===== config.mk =====
export PLATFORM = sky130hd
export DESIGN_NAME = mpc_config_regs
export DESIGN_NICKNAME = d
export VERILOG_FILES = /design/src/mpc_pkg.sv /design/src/mpc_config_regs.sv /design/src/mpc_gain_decode.sv
export VERILOG_INCLUDE_DIRS = /design/src
export SDC_FILE = /design/constraint.sdc
export NUM_CORES = 1
export LEC_CHECK = 0
export BUFFER_PORTS_ARGS = -buffer_cell sky130_fd_sc_hd__buf_2
export CORE_MARGIN = 5
export CORE_UTILIZATION = 54
export CTS_CLUSTER_SIZE = 30
export DETAILED_ROUTE_END_ITERATION = 10
export HOLD_SLACK_MARGIN = 0.12
export PLACE_DENSITY_LB_ADDON = 0.25
export SLEW_MARGIN = 25
export SYNTH_ARGS = -nofsm -noshare
export SYNTH_HDL_FRONTEND = slang
export SYNTH_HIERARCHICAL = 1
export SYNTH_SLANG_ARGS = --single-unit

===== constraint.sdc =====
create_clock -name aclk -period 4.09 [get_ports aclk]
set_input_delay 0.409 -clock aclk [delete_from_list [all_inputs] [get_ports aclk]]
set_output_delay 0.409 -clock aclk [all_outputs]
set_load 0.005 [all_outputs]

===== src/mpc_params.svh =====
/*
 * constants for the monitor / playback-only configuration register bank:
 * register indices, byte addresses, field positions, reset values, codes.
 * assumes it is included by its bare name from the design files.
 */
`ifndef MPC_PARAMS_SVH
`define MPC_PARAMS_SVH

// bus geometry
`define MPC_ADDR_W 8
`define MPC_DATA_W 32
`define MPC_REG_W 8
`define MPC_NUM_REGS 4

// register indices as printed; byte address is four times the index
`define MPC_IDX_MON_LEFT 6'h0f
`define MPC_IDX_MON_RIGHT 6'h10
`define MPC_IDX_PBO_A 6'h11
`define MPC_IDX_PBO_B 6'h12
`define MPC_IDX_FIRST 6'h0f
`define MPC_IDX_LAST 6'h12

// reset values
`define MPC_RST_GAIN 8'h57
`define MPC_RST_PBO_A 8'h80
`define MPC_RST_PBO_B 8'h1b

// writable bit masks; all other bits read zero
`define MPC_MASK_GAIN 8'h7f
`define MPC_MASK_PBO_A 8'ha3
`define MPC_MASK_PBO_B 8'h7f

// playback_only_control_a fields
`define MPC_A_ENABLE 7
`define MPC_A_LINE_MUTE 5
`define MPC_A_OPAMP_L 1
`define MPC_A_OPAMP_R 0

// playback_only_control_b fields
`define MPC_B_HPH_ON 6
`define MPC_B_PUMP_BYP 5
`define MPC_B_REG_ON 4
`define MPC_B_PUMP_ON 3
`define MPC_B_PREAMP_ON 2
`define MPC_B_SRC_HI 1
`define MPC_B_SRC_LO 0

// gain codes
`define MPC_GAIN_MAX 7'h3e
`define MPC_GAIN_RESERVED 7'h3f
`define MPC_GAIN_MUTE_NEG 7'h57
`define MPC_GAIN_MUTE_POS 7'h7f

// headphone source code that software must not use
`define MPC_SRC_RESERVED 2'h2

// bus responses
`define MPC_RESP_OKAY 2'h0
`define MPC_RESP_SLVERR 2'h2

`endif


===== src/mpc_pkg.sv =====
/*
 * types for the monitor / playback-only configuration register bank.
 * assumes nothing beyond a SystemVerilog compiler.
 */
package mpc_pkg;

    // decoded gain state for one microphone channel
    typedef struct packed {
        logic mute;          // channel muted
        logic gain_valid;    // code lies in the linear range
        logic [5:0] half_db; // gain in 0.5 dB steps
    } mpc_gain_t;

    // headphone source codes
    typedef enum logic [1:0] {
        MPC_SRC_PREAMP = 2'b00,
        MPC_SRC_OPAMP = 2'b01,
        MPC_SRC_RSVD = 2'b10,
        MPC_SRC_LINE = 2'b11
    } mpc_src_t;

    // analog control lines for playback-only mode
    typedef struct packed {
        logic mode_enable;
        logic line_input_mute;
        logic opamp_left_on;
        logic opamp_right_on;
        logic headphone_amp_on;
        logic bypass_switch_on;
        logic pump_auto_bypass_enable;
        logic mic_regulator_on;
        logic mic_pump_on;
        logic preamp_on;
        mpc_src_t source_select;
    } mpc_pbo_ctrl_t;

    // write channel states
    typedef enum logic [1:0] {
        MPC_WR_IDLE = 2'b00,
        MPC_WR_ADDR = 2'b01,
        MPC_WR_DATA = 2'b10,
        MPC_WR_RESP = 2'b11
    } mpc_wr_state_t;

endpackage : mpc_pkg


===== src/mpc_config_regs.sv =====
/*
 * monitor gain and playback-only control register bank behind an axi4-lite
 * slave. registers are byte wide in the low lane of aligned words.
 * assumes one clock, synchronous active-low reset, a well-behaved master.
 */
`timescale 1ns/1ps
`include "mpc_params.svh"

// Notes on behaviour
// - left monitor gain 7 bits, reset 1010111
// - codes 0..62 give 0.5 dB steps
// - code 1010111 mutes when attenuation enabled
// - code 1111111 mutes when attenuation disabled
// - right monitor gain, same coding and reset
// - mode enable bit, reset 1, gates mode
// - line input mute bit, reset 0
// - left opamp on bit, reset 0
// - right opamp on bit, reset 0
// - headphone amp on, else bypass switch on
// - charge pump auto bypass enable, reset 0
// - mic regulator enable, reset 1
// - pump enable, clearing it forces bypass
// - preamp enable bit, reset 0
// - headphone source select, reset 11, avoid 10
module mpc_config_regs
    import mpc_pkg::*;
(
    // clock and reset
    input wire logic aclk,
    input wire logic aresetn,
    // write address channel
    input wire logic awvalid,
    output logic awready,
    input wire logic [`MPC_ADDR_W-1:0] awaddr,
    input wire logic [2:0] awprot,
    // write data channel
    input wire logic wvalid,
    output logic wready,
    input wire logic [`MPC_DATA_W-1:0] wdata,
    input wire logic [3:0] wstrb,
    // write response channel
    output logic bvalid,
    input wire logic bready,
    output logic [1:0] bresp,
    // read address channel
    input wire logic arvalid,
    output logic arready,
    input wire logic [`MPC_ADDR_W-1:0] araddr,
    input wire logic [2:0] arprot,
    // read data channel
    output logic rvalid,
    input wire logic rready,
    output logic [`MPC_DATA_W-1:0] rdata,
    output logic [1:0] rresp,
    // analog side
    input wire logic negative_attenuation_enable,
    output mpc_gain_t monitor_left_gain,
    output mpc_gain_t monitor_right_gain,
    output mpc_pbo_ctrl_t playback_ctrl
);

    // maps a byte address to {hit, register slot}; used by read and write
    function automatic logic [2:0] mpc_decode(input logic [`MPC_ADDR_W-1:0] addr);
        logic [5:0] idx;
        idx = addr[`MPC_ADDR_W-1:2];
        if (addr[1:0] != 2'b00) begin
            mpc_decode = 3'b000;
        end else if (idx >= `MPC_IDX_FIRST && idx <= `MPC_IDX_LAST) begin
            mpc_decode = {1'b1, 2'(idx - `MPC_IDX_FIRST)};
        end else begin
            mpc_decode = 3'b000;
        end
    endfunction : mpc_decode

    // reset values and writable masks per slot
    localparam logic [`MPC_REG_W-1:0] RST_VAL [`MPC_NUM_REGS] = '{
        `MPC_RST_GAIN, `MPC_RST_GAIN, `MPC_RST_PBO_A, `MPC_RST_PBO_B};
    localparam logic [`MPC_REG_W-1:0] WR_MASK [`MPC_NUM_REGS] = '{
        `MPC_MASK_GAIN, `MPC_MASK_GAIN, `MPC_MASK_PBO_A, `MPC_MASK_PBO_B};
    localparam int SLOT_PBO_B = 3;

    // register storage, indexed by slot
    logic [`MPC_REG_W-1:0] regs_reg [`MPC_NUM_REGS];
    logic [`MPC_REG_W-1:0] regs_next [`MPC_NUM_REGS];

    // write channel state and held address/data
    mpc_wr_state_t wr_state_reg;
    mpc_wr_state_t wr_state_next;
    logic [`MPC_ADDR_W-1:0] awaddr_reg; // address taken before data
    logic [`MPC_DATA_W-1:0] wdata_reg;  // data taken before address
    logic [3:0] wstrb_reg;
    logic [1:0] bresp_reg;

    // read channel
    logic rvalid_reg;
    logic [`MPC_DATA_W-1:0] rdata_reg;
    logic [1:0] rresp_reg;

    // registered analog controls
    mpc_gain_t left_gain_reg;
    mpc_gain_t right_gain_reg;
    mpc_pbo_ctrl_t ctrl_reg;

    // handshake decode
    assign awready = (wr_state_reg == MPC_WR_IDLE) || (wr_state_reg == MPC_WR_DATA);
    assign wready = (wr_state_reg == MPC_WR_IDLE) || (wr_state_reg == MPC_WR_ADDR);
    wire aw_fire = awvalid && awready;
    wire w_fire = wvalid && wready;

    // both halves present this cycle, live or held
    wire wr_commit = (wr_state_reg == MPC_WR_IDLE && aw_fire && w_fire)
                   || (wr_state_reg == MPC_WR_ADDR && w_fire)
                   || (wr_state_reg == MPC_WR_DATA && aw_fire);
    wire [`MPC_ADDR_W-1:0] wr_addr_eff = (wr_state_reg == MPC_WR_ADDR) ? awaddr_reg : awaddr;
    wire [`MPC_DATA_W-1:0] wr_data_eff = (wr_state_reg == MPC_WR_DATA) ? wdata_reg : wdata;
    wire [3:0] wr_strb_eff = (wr_state_reg == MPC_WR_DATA) ? wstrb_reg : wstrb;
    wire [2:0] wr_dec = mpc_decode(wr_addr_eff);
    wire wr_hit = wr_dec[2];
    wire [1:0] wr_slot = wr_dec[1:0];
    // only lane 0 holds register bits; other lanes are accepted and dropped
    wire wr_lane0 = wr_strb_eff[0];

    // write channel next state
    always_comb begin
        wr_state_next = wr_state_reg;
        case (wr_state_reg)
            MPC_WR_IDLE: begin
                if (aw_fire && w_fire) begin
                    wr_state_next = MPC_WR_RESP;
                end else if (aw_fire) begin
                    wr_state_next = MPC_WR_ADDR;
                end else if (w_fire) begin
                    wr_state_next = MPC_WR_DATA;
                end
            end
            MPC_WR_ADDR: begin
                if (w_fire) begin
                    wr_state_next = MPC_WR_RESP;
                end
            end
            MPC_WR_DATA: begin
                if (aw_fire) begin
                    wr_state_next = MPC_WR_RESP;
                end
            end
            default: begin
                if (bready) begin
                    wr_state_next = MPC_WR_IDLE;
                end
            end
        endcase
    end

    // per-register next value: masked bits replaced, undefined bits forced low
    genvar gi;
    generate
        for (gi = 0; gi < `MPC_NUM_REGS; gi++) begin : g_reg
            wire sel = wr_commit && wr_hit && wr_lane0 && (wr_slot == 2'(gi));
            wire [`MPC_REG_W-1:0] merged = wr_data_eff[`MPC_REG_W-1:0] & WR_MASK[gi];
            if (gi == SLOT_PBO_B) begin : g_src
                // the reserved source code would route nothing sane; keep the old source
                wire src_bad = (merged[`MPC_B_SRC_HI:`MPC_B_SRC_LO] == `MPC_SRC_RESERVED);
                wire [`MPC_REG_W-1:0] guarded = src_bad
                    ? {merged[`MPC_REG_W-1:2], regs_reg[gi][`MPC_B_SRC_HI:`MPC_B_SRC_LO]}
                    : merged;
                assign regs_next[gi] = sel ? guarded : regs_reg[gi];
            end else begin : g_plain
                assign regs_next[gi] = sel ? merged : regs_reg[gi];
            end

            // storage with documented reset values
            always_ff @(posedge aclk) begin
                if (!aresetn) begin
                    regs_reg[gi] <= RST_VAL[gi];
                end else begin
                    regs_reg[gi] <= regs_next[gi];
                end
            end
        end
    endgenerate

    // write channel registers
    always_ff @(posedge aclk) begin
        if (!aresetn) begin
            wr_state_reg <= MPC_WR_IDLE;
            awaddr_reg <= '0;
            wdata_reg <= '0;
            wstrb_reg <= '0;
            bresp_reg <= `MPC_RESP_OKAY;
        end else begin
            wr_state_reg <= wr_state_next;
            if (aw_fire) begin
                awaddr_reg <= awaddr;
            end
            if (w_fire) begin
                wdata_reg <= wdata;
                wstrb_reg <= wstrb;
            end
            if (wr_commit) begin
                bresp_reg <= wr_hit ? `MPC_RESP_OKAY : `MPC_RESP_SLVERR;
            end
        end
    end

    assign bvalid = (wr_state_reg == MPC_WR_RESP);
    assign bresp = bresp_reg;

    // read decode; one read outstanding, address refused while data waits
    assign arready = !rvalid_reg;
    wire ar_fire = arvalid && arready;
    wire [2:0] rd_dec = mpc_decode(araddr);
    wire [`MPC_DATA_W-1:0] rd_word = rd_dec[2]
        ? {{(`MPC_DATA_W-`MPC_REG_W){1'b0}}, regs_reg[rd_dec[1:0]]}
        : '0;

    // read channel registers
    always_ff @(posedge aclk) begin
        if (!aresetn) begin
            rvalid_reg <= 1'b0;
            rdata_reg <= '0;
            rresp_reg <= `MPC_RESP_OKAY;
        end else if (ar_fire) begin
            rvalid_reg <= 1'b1;
            rdata_reg <= rd_word;
            rresp_reg <= rd_dec[2] ? `MPC_RESP_OKAY : `MPC_RESP_SLVERR;
        end else if (rready) begin
            rvalid_reg <= 1'b0;
        end
    end

    assign rvalid = rvalid_reg;
    assign rdata = rdata_reg;
    assign rresp = rresp_reg;

    // gain decoders for both monitor channels
    mpc_gain_t gain_dec [2];
    generate
        for (gi = 0; gi < 2; gi++) begin : g_gain
            mpc_gain_decode u_dec (
                .gain_code(regs_reg[gi][6:0]),
                .negative_attenuation_enable(negative_attenuation_enable),
                .gain(gain_dec[gi])
            );
        end
    endgenerate

    // playback-only controls, gated by the mode enable except pump, pump auto bypass and source select
    wire mode_on = regs_reg[2][`MPC_A_ENABLE];
    wire hph_on = mode_on && regs_reg[3][`MPC_B_HPH_ON];
    wire pump_on = regs_reg[3][`MPC_B_PUMP_ON];
    mpc_pbo_ctrl_t ctrl_next;
    always_comb begin
        ctrl_next.mode_enable = mode_on;
        ctrl_next.line_input_mute = mode_on && regs_reg[2][`MPC_A_LINE_MUTE];
        ctrl_next.opamp_left_on = mode_on && regs_reg[2][`MPC_A_OPAMP_L];
        ctrl_next.opamp_right_on = mode_on && regs_reg[2][`MPC_A_OPAMP_R];
        ctrl_next.headphone_amp_on = hph_on;
        // amp off or pump off both close the music bypass
        ctrl_next.bypass_switch_on = !hph_on || !pump_on;
        ctrl_next.pump_auto_bypass_enable = regs_reg[3][`MPC_B_PUMP_BYP];
        ctrl_next.mic_regulator_on = mode_on && regs_reg[3][`MPC_B_REG_ON];
        ctrl_next.mic_pump_on = pump_on;
        ctrl_next.preamp_on = mode_on && regs_reg[3][`MPC_B_PREAMP_ON];
        ctrl_next.source_select = mpc_src_t'(regs_reg[3][`MPC_B_SRC_HI:`MPC_B_SRC_LO]);
    end

    // output flops so analog lines never see decode glitches
    always_ff @(posedge aclk) begin
        if (!aresetn) begin
            left_gain_reg <= '0;
            right_gain_reg <= '0;
            ctrl_reg <= '0;
        end else begin
            left_gain_reg <= gain_dec[0];
            right_gain_reg <= gain_dec[1];
            ctrl_reg <= ctrl_next;
        end
    end

    assign monitor_left_gain = left_gain_reg;
    assign monitor_right_gain = right_gain_reg;
    assign playback_ctrl = ctrl_reg;
endmodule : mpc_config_regs


===== src/mpc_gain_decode.sv =====
/*
 * decodes a 7-bit monitor microphone gain code into a gain step and mute.
 * assumes the code comes from a register and the enable is a steady level.
 */
`timescale 1ns/1ps
`include "mpc_params.svh"

module mpc_gain_decode
    import mpc_pkg::*;
(
    // code in
    input wire logic [6:0] gain_code,
    input wire logic negative_attenuation_enable,
    // decoded result
    output mpc_gain_t gain
);

    // linear range covers codes 0 .. 62 at 0.5 dB each
    wire in_range = (gain_code <= `MPC_GAIN_MAX);
    // the two mute codes depend on the attenuation enable
    wire mute_neg = negative_attenuation_enable && (gain_code == `MPC_GAIN_MUTE_NEG);
    wire mute_pos = !negative_attenuation_enable && (gain_code == `MPC_GAIN_MUTE_POS);

    assign gain.mute = mute_neg | mute_pos;
    assign gain.gain_valid = in_range;
    // out-of-range codes drive the lowest step so the amplifier never sees junk
    assign gain.half_db = in_range ? gain_code[5:0] : 6'h00;

endmodule : mpc_gain_decode


==> After elaboration in Yosys (flattened, before gate mapping) <==
Memory sizes are Yosys's and may differ from the RTL's.
Cells that the tools add are included.
{ "word_totals": {"output_inout_bits": 69, "memories": 1, "regBits": 84, "ram_bits": 32, "word_cells": 128} }
{ "op_classes": {"add_sub_neg": 2, "bitwise": 6, "muxes": 30, "n_reduce_logical": 44, "eq_ne": 14, "magnitude_cmp": 6} }
{ "mem_list": {"columns": ["name", "depth", "width", "read_ports", "rd_clocked_by_memory_dff", "write_ports", "line", "source"], "rows": [
  ["regs_reg", 4, 8, 5, 0, 4, "mpc_config_regs.sv:83", "logic [`MPC_REG_W-1:0] regs_reg [`MPC_NUM_REGS];"]
]} }
{ "ops": {"columns": ["op", "n"], "rows": [
  ["$mux W8", 11],
  ["$eq A7 B7 Y1 const B", 4],
  ["$logic_and A1 B1 Y1", 26],
  ["$mux W2", 9],
  ["$le A7 B6 Y1 const B", 2],
  ["$ge A6 B4 Y1 const B", 2],
  ["$le A6 B5 Y1 const B", 2],
  ["$mux W3", 4],
  ["$eq A2 B2 Y1 const B", 5],
  ["$or A1 B1 Y1", 6],
  ["$pmux W2 S3", 1],
  ["$reduce_bool A2 Y1", 3],
  ["$logic_or A1 B1 Y1", 5],
  ["$mux W1", 5],
  ["$eq A2 B1 Y1 const B", 2],
  ["$logic_not A1 Y1", 4],
  ["$logic_not A2 Y1", 2],
  ["$ne A2 B2 Y1 const B", 2],
  ["$ne A4 B3 Y1 const B", 1],
  ["$reduce_and A2 Y1", 2],
  ["$reduce_and A4 Y1", 1],
  ["$reduce_bool A4 Y1", 1],
  ["$sub A2 B2 Y2 const B", 2]
]} }

==> Longest topological paths before layout <==
Gate-level depths: netlist (run 1).
{ "logic_depth": {"ltp_word": 12, "depth_mapped": 10} }

==> Modules after synthesis <==
The synthesis (run 1) kept the hierarchy.
{ "modules_own_cells": {"columns": ["module", "cells_per_inst", "instances", "area_per_inst_um2", "seq_area_each_um2"], "rows": [
  ["mpc_config_regs", 379, 1, 3648.5, 1661.6],
  ["mpc_gain_decode", 21, 2, 145.1, 0.0]
]} }

==> Least setup slack after synthesis (run 1) <==
Ideal clock, no wire load.
{ "synth_timing": {"path_kind": "flip-flop to flip-flop", "start": "register wr_state_reg[1]", "end": "memory regs_reg[3][0] in the netlist's numbering", "path_slack_ns": 1.746, "setup_ns": 0.135, "path_buffers": 2, "t_arrival_ns": 2.209, "synth_period_minus_slack_ns": 2.344, "path_stages_with_launch": 11, "path_cell_list": "dfxtp_1 -> inv_1 -> ha_1 -> buf_6 -> mux2i_1 -> inv_1 -> ha_1 -> buf_2 -> or4_1 -> a21oi_1 -> o211ai_1"} }
{ "synth_rtl": {"columns": ["item", "line", "source"], "rows": [
  ["start, declared", "mpc_config_regs.sv:87", "mpc_wr_state_t wr_state_reg;"],
  ["start signal, assigned", "mpc_config_regs.sv:191", "wr_state_reg <= wr_state_next;"],
  ["end, declared", "mpc_config_regs.sv:83", null]
]} }

==> results of run 1 <==
[area by class of cell]
| class | count | area, um2 |
|---|---|---|
| multi-input cells | 293 | 1970 |
| well taps | 99 | 124 |
| fillers | 608 | 2750 |
| flip-flops and latches | 83 | 1660 |
| clock inverters | 2 | 60.1 |
| clock buffers | 13 | 149 |
| repair buffers | 76 | 383 |
| inverters | 21 | 78.8 |
[worst register-to-register path, cell delays in order (launching register included)]
cell	delay, ps
sky130_fd_sc_hd__dfxtp_1	340
sky130_fd_sc_hd__inv_1	80
sky130_fd_sc_hd__ha_1	470
sky130_fd_sc_hd__mux2i_1	390
sky130_fd_sc_hd__inv_1	90
sky130_fd_sc_hd__ha_1	240
sky130_fd_sc_hd__o221a_2	350
sky130_fd_sc_hd__o2111ai_2	530
sky130_fd_sc_hd__mux2i_1	260
[worst paths after layout]
| check | slack, ps | end | from |
|---|---|---|---|
| setup reg to reg | 1280 | regs_reg[0][3]$_SDFFE_PN0P_ | wr_state_reg[1]$_SDFFE_PN0P_ |
| hold reg to reg | 450 | rdata[7]$_SDFFE_PN0P_ | rdata[7]$_SDFFE_PN0P_ |
| hold / removal | 230 | rvalid$_SDFFE_PN0P_ | rready |
| setup / recovery | 1280 | regs_reg[0][3]$_SDFFE_PN0P_ | wr_state_reg[1]$_SDFFE_PN0P_ |
[placed cells by master, fill, tap and decap left out, types with 4 or more instances in the layout]
master,count
sky130_fd_sc_hd__inv_1,20
sky130_fd_sc_hd__buf_2,75
sky130_fd_sc_hd__and3_1,6
sky130_fd_sc_hd__dfxtp_1,83
sky130_fd_sc_hd__nor2b_1,4
sky130_fd_sc_hd__o21ai_0,9
sky130_fd_sc_hd__a32o_1,7
sky130_fd_sc_hd__nor2_1,44
sky130_fd_sc_hd__and2_1,20
sky130_fd_sc_hd__nand2b_1,8
sky130_fd_sc_hd__clkbuf_8,10
sky130_fd_sc_hd__ha_1,7
sky130_fd_sc_hd__mux2i_1,47
sky130_fd_sc_hd__or3_1,9
sky130_fd_sc_hd__a21oi_1,16
sky130_fd_sc_hd__nand2_1,25
sky130_fd_sc_hd__conb_1,26
sky130_fd_sc_hd__nor4_1,4
sky130_fd_sc_hd__mux2_2,4
sky130_fd_sc_hd__nor3_1,8
sky130_fd_sc_hd__a311oi_1,8
[stage by stage]
| step | hold WS [ps] | util | setup slack (ps) |
|---|---|---|---|
| 4_1_cts | 227 | 0.617 | 1290 |
| 3_5_place_dp | 448 | 0.588 | 1320 |
| 2_1_floorplan | 429 | - | 1750 |
| 3_3_place_gp | 437 | 0.588 | 1410 |
| 5_1_grt | 231 | 0.617 | 1110 |
| 6_report | 233 | 0.617 | 1280 |
[logic make-up (layout without fill, tap and decap cells)]
| logic type | Yosys count | in the layout | synth area share |
|---|---|---|---|
| AOI/OAI and AO/OA | 63 | 63 | 0.121 |
| adders and majority gates | 7 | 7 | 0.0222 |
| buffers and inverters | 70 | 112 | 0.101 |
| DFF | 83 | 83 | 0.422 |
| muxes | 53 | 53 | 0.138 |
| other | 1 | 26 | 0.000952 |
| and+or+nand+nor | 144 | 144 | 0.195 |
[power groups by stage]
stage               sequential [uW]  clock [uW]  combinational [uW]
detailed placement              908           0                 440
global route                    895         675                 495
CTS                             889         634                 442
floorplan                       902           0                 362
global placement                905           0                 426
finish                          889         627                 442
[per-layer routing]
metal,vias to the layer above,global-route usage,share of wire
li1,1532,-,-
met1,1450,0.256,0.48
met2,88,0.292,0.45
met3,8,0.0355,0.056
met4,0,0.0794,0.013
met5,-,0,0
==> impl_results.md, run 1 <==
- Deepest level of the CTS H-tree: 3
- Final setup vio count: 0
- Setup repair after global routing missed its margin: false
- Fraction of power consumed by the clock network: 0.320
- Fraction of layout instances using a drive strength above 1: 0.215
- Number of clock sinks: 83
- Cell count after synthesis: 421
- Outcome: finished, final reports clean
- Hold Crit Class: input pin to flop
- Startpoint Class: flop
- Placeable Area: 7180 um2
- Internal power component: between 1000 and 1500 uW
- Via-per-instance ratio: 5.24
- Drc violations: 0
- Count of buffers inserted at the top-level ports: 75
- Layout-stage area growth over the synthesis result: 12.5%
- Dominant cell by count in the synthesized netlist: sky130_fd_sc_hd__dfxtp_1
- Average cell area after synthesis: ~9.4 um2
- Post-CTS Resized: 0
- Antenna violations before repair: 0
- Wire length of the first global-routing pass: 13400 um
- Length of the first detailed-routing pass in iterations: 4
- Total routing usage reported by global routing: 0.188
- Sum of negative setup slack: 0 ps
- Endpoint class of the critical path: flop
- Weighted congestion reported at the end of routability-driven placement: a little under 0.8
- Number of global-route vias before repair: 2841
- Top FF cell, synth: sky130_fd_sc_hd__dfxtp_1
- Row cnt: 31
- Library cell contributing the largest single delay on the critical path: sky130_fd_sc_hd__o2111ai_2
- Cell breakdown of the critical path: inv_1 > ha_1 > mux2i_1 > inv_1 > ha_1 > o221a_2 > o2111ai_2 > mux2i_1
- Layout net count: 557
- Worst-case clock buffer depth: 2
- Register bit total from synthesis: 83
- Buf+Inv Stages, Crit Path: 2
- Antenna fix cells: 0
- Cell variety after synth: 52
- Number of instances on the worst hold path: 2
- TritonCTS clock tree: done
- Hold violation count in the final report: 0
- Die Footprint: between 9000 and 10000 um2
- Total number of vias: 3078
- Largest net degree at the start of global routing: 48
- Number of standard cells in the layout, taps in and fillers out: 587
- Reg power frac: 0.454
- Design Power: 1960 uW
- Portion of the clock cycle consumed by the worst path in the final layout: 0.686
- Minimum clock period: 2810 ps
- Post-Layout Inst Area: 4430 um2
- Max-slew headroom at the worst pin: 0.487
- Least-Margin Pin Slew: 763 ps
- Final setup skew: 4.90 ps
- Yosys synthesis warning count: 6
- Routed WL: 8330 um
- Insertion delay to the later sink of the worst-skew pair: 350 ps
- Critical path class: flop to flop
- Cell types occupying the most area after synthesis: sky130_fd_sc_hd__dfxtp_1 (42%), sky130_fd_sc_hd__mux2i_1 (12%), sky130_fd_sc_hd__buf_4 (5.3%)
- Num ports: 135
- Clock transition at the register clock pins on the worst setup and hold paths after CTS: 80 ps
- Static Leak: about 0.0022 uW
- Count of flip-flops with a built-in enable after synthesis: 0
- Fin. max-slew vios: 0
- Switching power: around 550 uW
- Logic pwr share: 0.226
- Cts bufs inserted: 9
- Maximum capacitance violations: 0
- Detailed router's first-iteration violation count: ~130
- Required time reported for the critical path endpoint: about 4400 ps
- Horizontal die dimension: roughly 95 um
- Largest stage delay on the critical path: 530 ps
- Proportion of synthesized chip area in sequential cells: 0.422
- Switching Share: 0.282
- Drt wl/cell: 14.2 um
- Post-place instance area: 4220 um2
- Fraction of synthesis flops using an asynchronous set or reset pin: 0
- Post-CTS Setup Inserts: 0
- CP max FO: 10
- Family with the most delay on the worst path: compound AO/OA/AOI/OAI gates
- Max reg flops: 25
- Die height: 95.4 um
- Initial core utilization: 0.549
- Largest area contributor in the synthesized netlist: sky130_fd_sc_hd__dfxtp_1
- Root Buffer: sky130_fd_sc_hd__clkbuf_8
- Area of the mapped netlist: 3940 um2
- Share of the synthesized area in the top cell type: 0.422
- Count of cells along the worst register-to-register path: 8
- Power density relative to cell area: 442 nW/um2
- Antenna Violating Nets Remaining: 0
- Sum of overflow across all layers after global routing: 0
- Max VDD drop: 0.231 mV
- Placed cells: 572
- Critical Path Stages: 8
- Maximum clock frequency: ~360 MHz
- # hold bufs at CTS: 0
- Arrival time at the worst endpoint: 3080 ps
- HPWL after DPL: 6110 um
- Leading cell types by count after synthesis: sky130_fd_sc_hd__dfxtp_1 (83), sky130_fd_sc_hd__mux2i_1 (47), sky130_fd_sc_hd__nor2_1 (44), sky130_fd_sc_hd__buf_4 (28), sky130_fd_sc_hd__nand2_1 (25)
No activity file was read; power rests on OpenSTA's default activity.
==> run 2, diff against run 1 <==
- ABC_AREA: unset -> 1
- CORE_UTILIZATION: 54 -> 46
- clock period: 4.09 -> 2.4 ns (I/O delays scaled with it)
==> impl_results.md, run 2 <==
- Share of synthesized cell area in full adder, half adder and majority cells: 0.0218 (was 0.0222)
- Top FF cell, synth: sky130_fd_sc_hd__dfxtp_1 (unchanged)
- Beginning of the worst register-to-register path: wr_state_reg[1]$_SDFFE_PN0P_ (unchanged)
- Cell variety after synth: 32 (was 52)
- Endpoint class of the critical path: flop (unchanged)
- Final-layout worst hold slack: 143 ps (was 233 ps)
- Hold Crit Class: input pin to flop (unchanged)
- Area of the mapped netlist: 4010 um2 (was 3940 um2)
- Synth Area in Simple Gates: 0.320 (was 0.195)
- Count of flip-flops with a built-in enable after synthesis: 0 (unchanged)
- Placeable Area: 8590 um2 (was 7180 um2)
- Count of cells along the worst register-to-register path: 11 (was 8)
- Filler Cell Count: 875 (was 608)
- Post-place instance area: 4420 um2 (was 4220 um2)
- Critical path class: flop to flop (unchanged)
- Cell count after synthesis: 580 (was 421)
- Required time reported for the critical path endpoint: 2640 ps (was 4360 ps)
- Post-route setup slack: 223 ps (was 1280 ps)
- Count of buffers inserted at the top-level ports: 75 (unchanged)
- Share of the synthesized netlist area taken by xor and xnor gates: 0 (unchanged)
- Final setup skew: 6.57 ps (was 4.90 ps)
- Fin. max-slew vios: 0 (unchanged)
- Register bit total from synthesis: 83 (unchanged)
- Largest area contributor in the synthesized netlist: sky130_fd_sc_hd__dfxtp_1 (unchanged)
- Synthesized-area fraction occupied by ao, oa, aoi and oai cells: 0.0968 (was 0.121)
- Arrival time at the worst endpoint: 2420 ps (was 3080 ps)
- Capturing point of the worst reg2reg path: regs_reg[3][6]$_SDFFE_PN0P_ (was regs_reg[0][3]$_SDFFE_PN0P_)
- Worst min-delay path endpoint: awaddr_reg[5]$_SDFFE_PN0N_ (was rvalid$_SDFFE_PN0P_)
- Static Leak: 0.00261 uW (was 0.00218 uW)
- Post-Layout Inst Area: 4680 um2 (was 4430 um2)
- HPWL after DPL: 6730 um (was 6110 um)
- Clock transition at the register clock pins on the worst setup and hold paths after CTS: 80 ps (about the same)
- Minimum clock period: 2180 ps (was 2810 ps)
- Fraction of synthesis flops using an asynchronous set or reset pin: 0 (unchanged)
- Routed WL: 8950 um (was 8330 um)
- Num ports: 135 (unchanged)
- Wire length of the first global-routing pass: 14600 um (was 13400 um)
- Share of the synthesized area in the top cell type: 0.414 (was 0.422)
- Largest family of logic cells by synthesized area: simple AND/OR/NAND/NOR gates (unchanged)
- Least-Margin Pin Slew: 649 ps (was 763 ps)
- Fraction of layout instances using a drive strength above 1: 0.189 (was 0.215)
- Leading cell types by count after synthesis: sky130_fd_sc_hd__nand2_1 (147), sky130_fd_sc_hd__nor2_1 (85), sky130_fd_sc_hd__dfxtp_1 (83), sky130_fd_sc_hd__inv_1 (78), sky130_fd_sc_hd__nand3_1 (45) (was sky130_fd_sc_hd__dfxtp_1 (83), sky130_fd_sc_hd__mux2i_1 (47), sky130_fd_sc_hd__nor2_1 (44), sky130_fd_sc_hd__buf_4 (28), sky130_fd_sc_hd__nand2_1 (25))
- Portion of the clock cycle consumed by the worst path in the final layout: 0.907 (was 0.686)
- Row cnt: 34 (was 31)
- Proportion of synthesized chip area in sequential cells: 0.414 (was 0.422)
- Total routing usage reported by global routing: 0.171 (was 0.188)
- Weighted congestion reported at the end of routability-driven placement: 0.836 (was 0.791)
- Footprint of the flip-flops and latches: 1660 um2 (about the same)
- DP Worst Slack: 73.1 ps (was 1320 ps)
- Drt wl/cell: 11.6 um (was 14.2 um)
- Max-slew headroom at the worst pin: 0.567 (was 0.487)
- Antenna violations before repair: 0 (unchanged)
- Maximum capacitance violations: 0 (unchanged)
- Startpoint Class: flop (unchanged)
- Final setup vio count: 0 (unchanged)
- Worst-case clock buffer depth: 2 (unchanged)
- Total number of vias: 3609 (was 3078)
- Average cell area after synthesis: 6.91 um2 (was 9.36 um2)
- Commonest non-fill, non-tap cells in the layout: sky130_fd_sc_hd__nand2_1 (147), sky130_fd_sc_hd__nor2_1 (85), sky130_fd_sc_hd__dfxtp_1 (81) (was sky130_fd_sc_hd__dfxtp_1 (83), sky130_fd_sc_hd__buf_2 (75), sky130_fd_sc_hd__mux2i_1 (47))
- Critical hold path startpoint: awaddr[5] (was rready)
- Yosys synthesis warning count: 6 (unchanged)
- Via-per-instance ratio: 4.66 (was 5.24)
- Layout-stage area growth over the synthesis result: 16.6% (was 12.5%)
- Cts bufs inserted: 9 (unchanged)
- Largest net degree at the start of global routing: 51 (was 48)
- Dominant cell by count in the synthesized netlist: sky130_fd_sc_hd__nand2_1 (was sky130_fd_sc_hd__dfxtp_1)
- Antenna fix cells: 0 (unchanged)
- Design Power: 3830 uW (was 1960 uW)
- Number of global-route vias before repair: 3328 (was 2841)
- Number of clock sinks: 83 (unchanged)
- Die height: 103 um (was 95.4 um)
- Initial core utilization: 0.467 (was 0.549)
- Horizontal die dimension: 103 um (was 95.4 um)
- TritonCTS clock tree: done (unchanged)
- Launch point of the critical path: wr_state_reg[1]$_SDFFE_PN0P_ (unchanged)
- Hold violation count in the final report: 0 (unchanged)
- Sum of overflow across all layers after global routing: 0 (unchanged)
- CP max FO: 11 (was 10)
- Max VDD drop: 0.677 mV (was 0.231 mV)
- Detailed router's first-iteration violation count: 150 (was 129)
- Setup repair after global routing missed its margin: false (unchanged)
- Root Buffer: sky130_fd_sc_hd__clkbuf_8 (unchanged)
- Maximum clock frequency: 459 MHz (was 356 MHz)
- Power density relative to cell area: 820 nW/um2 (was 442 nW/um2)
- Most common cell after layout, fill and taps aside: sky130_fd_sc_hd__nand2_1 (was sky130_fd_sc_hd__dfxtp_1)
- # hold bufs at CTS: 0 (unchanged)
- Outcome: finished, final reports clean (unchanged)
- Total area of multi-input combinational cells: 1880 um2 (was 1970 um2)
- Worst-case register-to-register setup slack: 220 ps (was 1280 ps)
- Insertion delay to the later sink of the worst-skew pair: 340 ps (was 350 ps)
- Die Footprint: 10700 um2 (was 9100 um2)
- Deepest level of the CTS H-tree: 3 (unchanged)
- Number of instances on the worst hold path: 3 (was 2)
- Post-synthesis mux area share: 0 (was 0.138)
- Layout net count: 734 (was 557)
- Max reg flops: 25 (unchanged)
- Antenna Violating Nets Remaining: 0 (unchanged)
- Sum of negative setup slack: 0 ps (unchanged)
- Drc violations: 0 (unchanged)
- Cell types occupying the most area after synthesis: sky130_fd_sc_hd__dfxtp_1 (41%), sky130_fd_sc_hd__nand2_1 (14%), sky130_fd_sc_hd__nor2_1 (8.0%) (was sky130_fd_sc_hd__dfxtp_1 (42%), sky130_fd_sc_hd__mux2i_1 (12%), sky130_fd_sc_hd__buf_4 (5.3%))
- Length of the first detailed-routing pass in iterations: 5 (was 4)
-- run 2: how the worst max path moves through the flow --
stage / end / slack [ps] / depth (start not counted)
after global placement: regs_reg[1][0]$_SDFFE_PN1P_ / 100 / 15
after global routing: regs_reg[0][6]$_SDFFE_PN1P_ / 4 / 15
final: regs_reg[3][6]$_SDFFE_PN0P_ / 220 / 11
after CTS: regs_reg[0][3]$_SDFFE_PN0P_ / 20 / 15
after floorplan: regs_reg[1][1]$_SDFFE_PN1P_ / 270 / 15
after detailed placement: regs_reg[1][1]$_SDFFE_PN1P_ / 70 / 15
-- run 2: metrics by stage --
step	cells	util
after global routing	774	0.544
after global placement	757	0.514
after detailed placement	757	0.514
after floorplan	605	-
after CTS	773	0.540
final	774	0.544
-- run 2: power breakdown --
| part | internal [uW] | switching, uW | total [uW] | leakage, uW |
|---|---|---|---|---|
| clock network | 616 | 482 | 1100 | 0.000111 |
| registers | 1500 | 66.6 | 1560 | 0.000678 |
| logic | 418 | 754 | 1170 | 0.00182 |
| total | 2530 | 1300 | 3830 | 0.00261 |
-- run 2: logic make-up (layout without fill, tap and decap cells) --
family,Yosys count,count (layout)
and+or+nand+nor,300,300
buffers and inverters,124,185
DFF,83,83
AOI/OAI and AO/OA,65,65
adders and majority gates,7,7
other,1,26
-- run 2: worst max-delay path: stages (launching register included) --
cell	delay [ps]
sky130_fd_sc_hd__dfxtp_2	360
sky130_fd_sc_hd__inv_1	80
sky130_fd_sc_hd__ha_4	200
sky130_fd_sc_hd__buf_4	140
sky130_fd_sc_hd__buf_4	130
sky130_fd_sc_hd__o21ai_2	220
sky130_fd_sc_hd__o21bai_4	190
sky130_fd_sc_hd__nand4_4	130
sky130_fd_sc_hd__nor2_8	200
sky130_fd_sc_hd__nand2_1	170
sky130_fd_sc_hd__o21bai_1	200
sky130_fd_sc_hd__nor2_1	50
-- run 2: final cells by class --
| type | count | share of cell area |
|---|---|---|
| Sequential cell | 83 | 0.356 |
| Inverter | 82 | 0.0664 |
| Clock inverter | 4 | 0.0158 |
| Tap cell | 108 | 0.0289 |
| Clock buffer | 12 | 0.0310 |
| Multi-Input combinational cell | 398 | 0.402 |
| Timing Repair Buffer | 87 | 0.0995 |
-- run 2: layer usage --
layer,up-vias,wire [um],track usage,share of wire
li1,1905,-,-,-
met1,1610,3910,0.221,0.44
met2,88,4380,0.285,0.49
met3,6,578,0.0402,0.065
met4,0,75,0.0488,0.0084
met5,-,0,0,0
-- run 2: timing repair --
item | CTS | global route
buffers inserted | 0 | 1
gates resized for setup | 0 | 7
setup endpoints to repair | 0 | 25
==> run 3, diff against run 2 <==
- CORE_UTILIZATION: 46 -> 50
- SETUP_SLACK_MARGIN: unset -> 0.2
- clock period: 2.4 -> 2.1 ns (I/O delays scaled with it)
==> impl_results.md, run 3 (synthesis gave the netlist of run 2 again) <==
- Detailed router's first-iteration violation count: 270 (was 150)
- Worst-case clock buffer depth: 2 (unchanged)
- Antenna fix cells: 0 (unchanged)
- Hold violation count in the final report: 0 (unchanged)
- Sum of overflow across all layers after global routing: 0 (unchanged)
- Fraction of layout instances using a drive strength above 1: 0.242 (was 0.189)
- Hold Crit Class: input pin to flop (unchanged)
- Power density relative to cell area: 932 nW/um2 (was 820 nW/um2)
- Worst min-delay path endpoint: wdata_reg[6]$_SDFFE_PN0P_ (was awaddr_reg[5]$_SDFFE_PN0N_)
- Number of clock sinks: 83 (unchanged)
- Clock transition at the register clock pins on the worst setup and hold paths after CTS: 80 ps (about the same)
- Design Power: 4670 uW (was 3830 uW)
- Worst-case register-to-register setup slack: 10 ps (was 220 ps)
- Max VDD drop: 1.01 mV (was 0.677 mV)
- Placed cells: 753 (was 757)
- Via-per-instance ratio: 4.84 (was 4.66)
- Maximum clock frequency: 479 MHz (was 459 MHz)
- Placeable Area: 7770 um2 (was 8590 um2)
- Fin. max-slew vios: 0 (unchanged)
- Arrival time at the worst endpoint: 2330 ps (was 2420 ps)
- Final setup skew: 7.24 ps (was 6.57 ps)
- Antenna Violating Nets Remaining: 0 (unchanged)
- Cts bufs inserted: 9 (unchanged)
- Routed WL: 9400 um (was 8950 um)
- Capturing point of the worst reg2reg path: regs_reg[3][5]$_SDFFE_PN0P_ (was regs_reg[3][6]$_SDFFE_PN0P_)
- Weighted congestion reported at the end of routability-driven placement: 0.840 (was 0.836)
- Number of global-route vias before repair: 3526 (was 3328)
- Largest net degree at the start of global routing: 50 (was 51)
- Number of standard cells in the layout, taps in and fillers out: 789 (was 774)
- Post-route core utilization: 0.646 (was 0.544)
- Critical hold path startpoint: wdata[6] (was awaddr[5])
- Outcome: finished, final reports clean (unchanged)
- Total number of vias: 3821 (was 3609)
- Row cnt: 32 (was 34)
- Beginning of the worst register-to-register path: wr_state_reg[1]$_SDFFE_PN0P_ (unchanged)
- Portion of the clock cycle consumed by the worst path in the final layout: 0.993 (was 0.907)
- Drt wl/cell: 11.9 um (was 11.6 um)
- Maximum capacitance violations: 0 (unchanged)
- Endpoint class of the critical path: flop (unchanged)
- Die height: 99.5 um (was 103 um)
- Critical path class: flop to flop (unchanged)
- Startpoint Class: flop (unchanged)
- Max-slew headroom at the worst pin: 0.510 (was 0.567)
- Final setup vio count: 0 (unchanged)
- Length of the first detailed-routing pass in iterations: 5 (unchanged)
- CP max FO: 6 (was 11)
- Post-place instance area: 4520 um2 (was 4420 um2)
- Wire length of the first global-routing pass: 15800 um (was 14600 um)
- Antenna violations before repair: 0 (unchanged)
- Layout-stage area growth over the synthesis result: 25.1% (was 16.6%)
- Horizontal die dimension: 99.5 um (was 103 um)
- Root Buffer: sky130_fd_sc_hd__clkbuf_8 (unchanged)
- Count of buffers inserted at the top-level ports: 75 (unchanged)
- Num ports: 135 (unchanged)
- Drc violations: 0 (unchanged)
- Least-Margin Pin Slew: 734 ps (was 649 ps)
- Insertion delay to the later sink of the worst-skew pair: 350 ps (was 340 ps)
- TritonCTS clock tree: done (unchanged)
- Post-Layout Inst Area: 5020 um2 (was 4680 um2)
- HPWL after DPL: 6770 um (was 6730 um)
- Total routing usage reported by global routing: 0.194 (was 0.171)
- Initial core utilization: 0.516 (was 0.467)
- Die Footprint: 9910 um2 (was 10700 um2)
- Commonest non-fill, non-tap cells in the layout: sky130_fd_sc_hd__nand2_1 (135), sky130_fd_sc_hd__nor2_1 (82), sky130_fd_sc_hd__dfxtp_1 (81) (was sky130_fd_sc_hd__nand2_1 (147), sky130_fd_sc_hd__nor2_1 (85), sky130_fd_sc_hd__dfxtp_1 (81))
- Most common cell after layout, fill and taps aside: sky130_fd_sc_hd__nand2_1 (unchanged)
- Static Leak: 0.00277 uW (was 0.00261 uW)
- Minimum clock period: 2090 ps (was 2180 ps)
- Setup repair after global routing missed its margin: true (was false)
- Count of cells along the worst register-to-register path: 13 (was 11)
- Number of instances on the worst hold path: 3 (unchanged)
- Max reg flops: 25 (unchanged)
- Required time reported for the critical path endpoint: 2340 ps (was 2640 ps)
- Deepest level of the CTS H-tree: 3 (unchanged)
- Layout net count: 755 (was 734)
==> run 3: changes by cell type in the layout (fill, tap and decap cells not counted), sizes merged <==
cell and change:
nor2 +1, clkinv -1, clkinvlp +2, inv -1, buf +12, dlygate4sd3 +8
==> run 3: per-stage QoR <==
stage	TNS (ps)	setup WS [ps]	hold WS, ps
after floorplan	0	133	345
after global placement	0	47.5	443
after detailed placement	-29.6	-12.3	446
after CTS	0	31.4	120
after global routing	-1280	-77.4	131
final	0	14.3	132
==> run 3: worst max path at each step <==
stage,start,end,slack (ps),cells past startpoint
after CTS,wr_state_reg[1]$_SDFFE_PN0P_,regs_reg[2][1]$_SDFFE_PN0P_,30,13
after global routing,wr_state_reg[1]$_SDFFE_PN0P_,regs_reg[1][3]$_SDFFE_PN0P_,-80,12
after floorplan,wr_state_reg[1]$_SDFFE_PN0P_,regs_reg[2][1]$_SDFFE_PN0P_,130,15
final,wr_state_reg[1]$_SDFFE_PN0P_,regs_reg[3][5]$_SDFFE_PN0P_,10,13
after global placement,wr_state_reg[1]$_SDFFE_PN0P_,regs_reg[0][5]$_SDFFE_PN0P_,50,13
after detailed placement,wr_state_reg[1]$_SDFFE_PN0P_,regs_reg[0][5]$_SDFFE_PN0P_,-10,13
==> run 3: cell type report <==
type | count | area, um2
Tap cell | 102 | 128
Sequential cell | 83 | 1660
Clock buffer | 12 | 135
Clock inverter | 4 | 75.1
Timing Repair Buffer | 107 | 662
Inverter | 82 | 315
Fill cell | 735 | 2750
Multi-Input combinational cell | 399 | 2040
==> run 3: per-layer routing <==
metal / global-route usage / up-vias / routed length (um)
met4: 0.0641 / 0 / 98
met2: 0.328 / 104 / 4380
li1: - / 1956 / -
met1: 0.251 / 1753 / 4310
met5: 0 / - / 0
met3: 0.0344 / 8 / 612
==> run 3: worst max-delay path: stages (launching register included) <==
cell,delay (ps)
sky130_fd_sc_hd__dfxtp_2,340
sky130_fd_sc_hd__inv_2,50
sky130_fd_sc_hd__ha_4,190
sky130_fd_sc_hd__buf_6,140
sky130_fd_sc_hd__o21ai_4,160
sky130_fd_sc_hd__ha_4,140
sky130_fd_sc_hd__nand3b_1,110
sky130_fd_sc_hd__nand2_2,80
sky130_fd_sc_hd__nand2_4,100
sky130_fd_sc_hd__nand4_4,140
sky130_fd_sc_hd__nor2_8,210
sky130_fd_sc_hd__nand2_2,110
sky130_fd_sc_hd__o21bai_1,160
sky130_fd_sc_hd__nor2_1,60
==> run 3: what timing repair did <==
action	4_1_cts	5_1_grt
pin swaps	15	11
gates resized for setup	16	17
setup buffers	8	3
hold buffers	8	0
setup endpoints to repair	25	26
hold endpoints to repair	8	0
cloned	1	0
==> run 3: where the power goes <==
group	internal [uW]	switching (uW)	total, uW	leakage, uW
Combinational	650	1010	1660	0.00199
Clock	672	559	1230	0.0000968
Sequential	1710	71.0	1780	0.000678
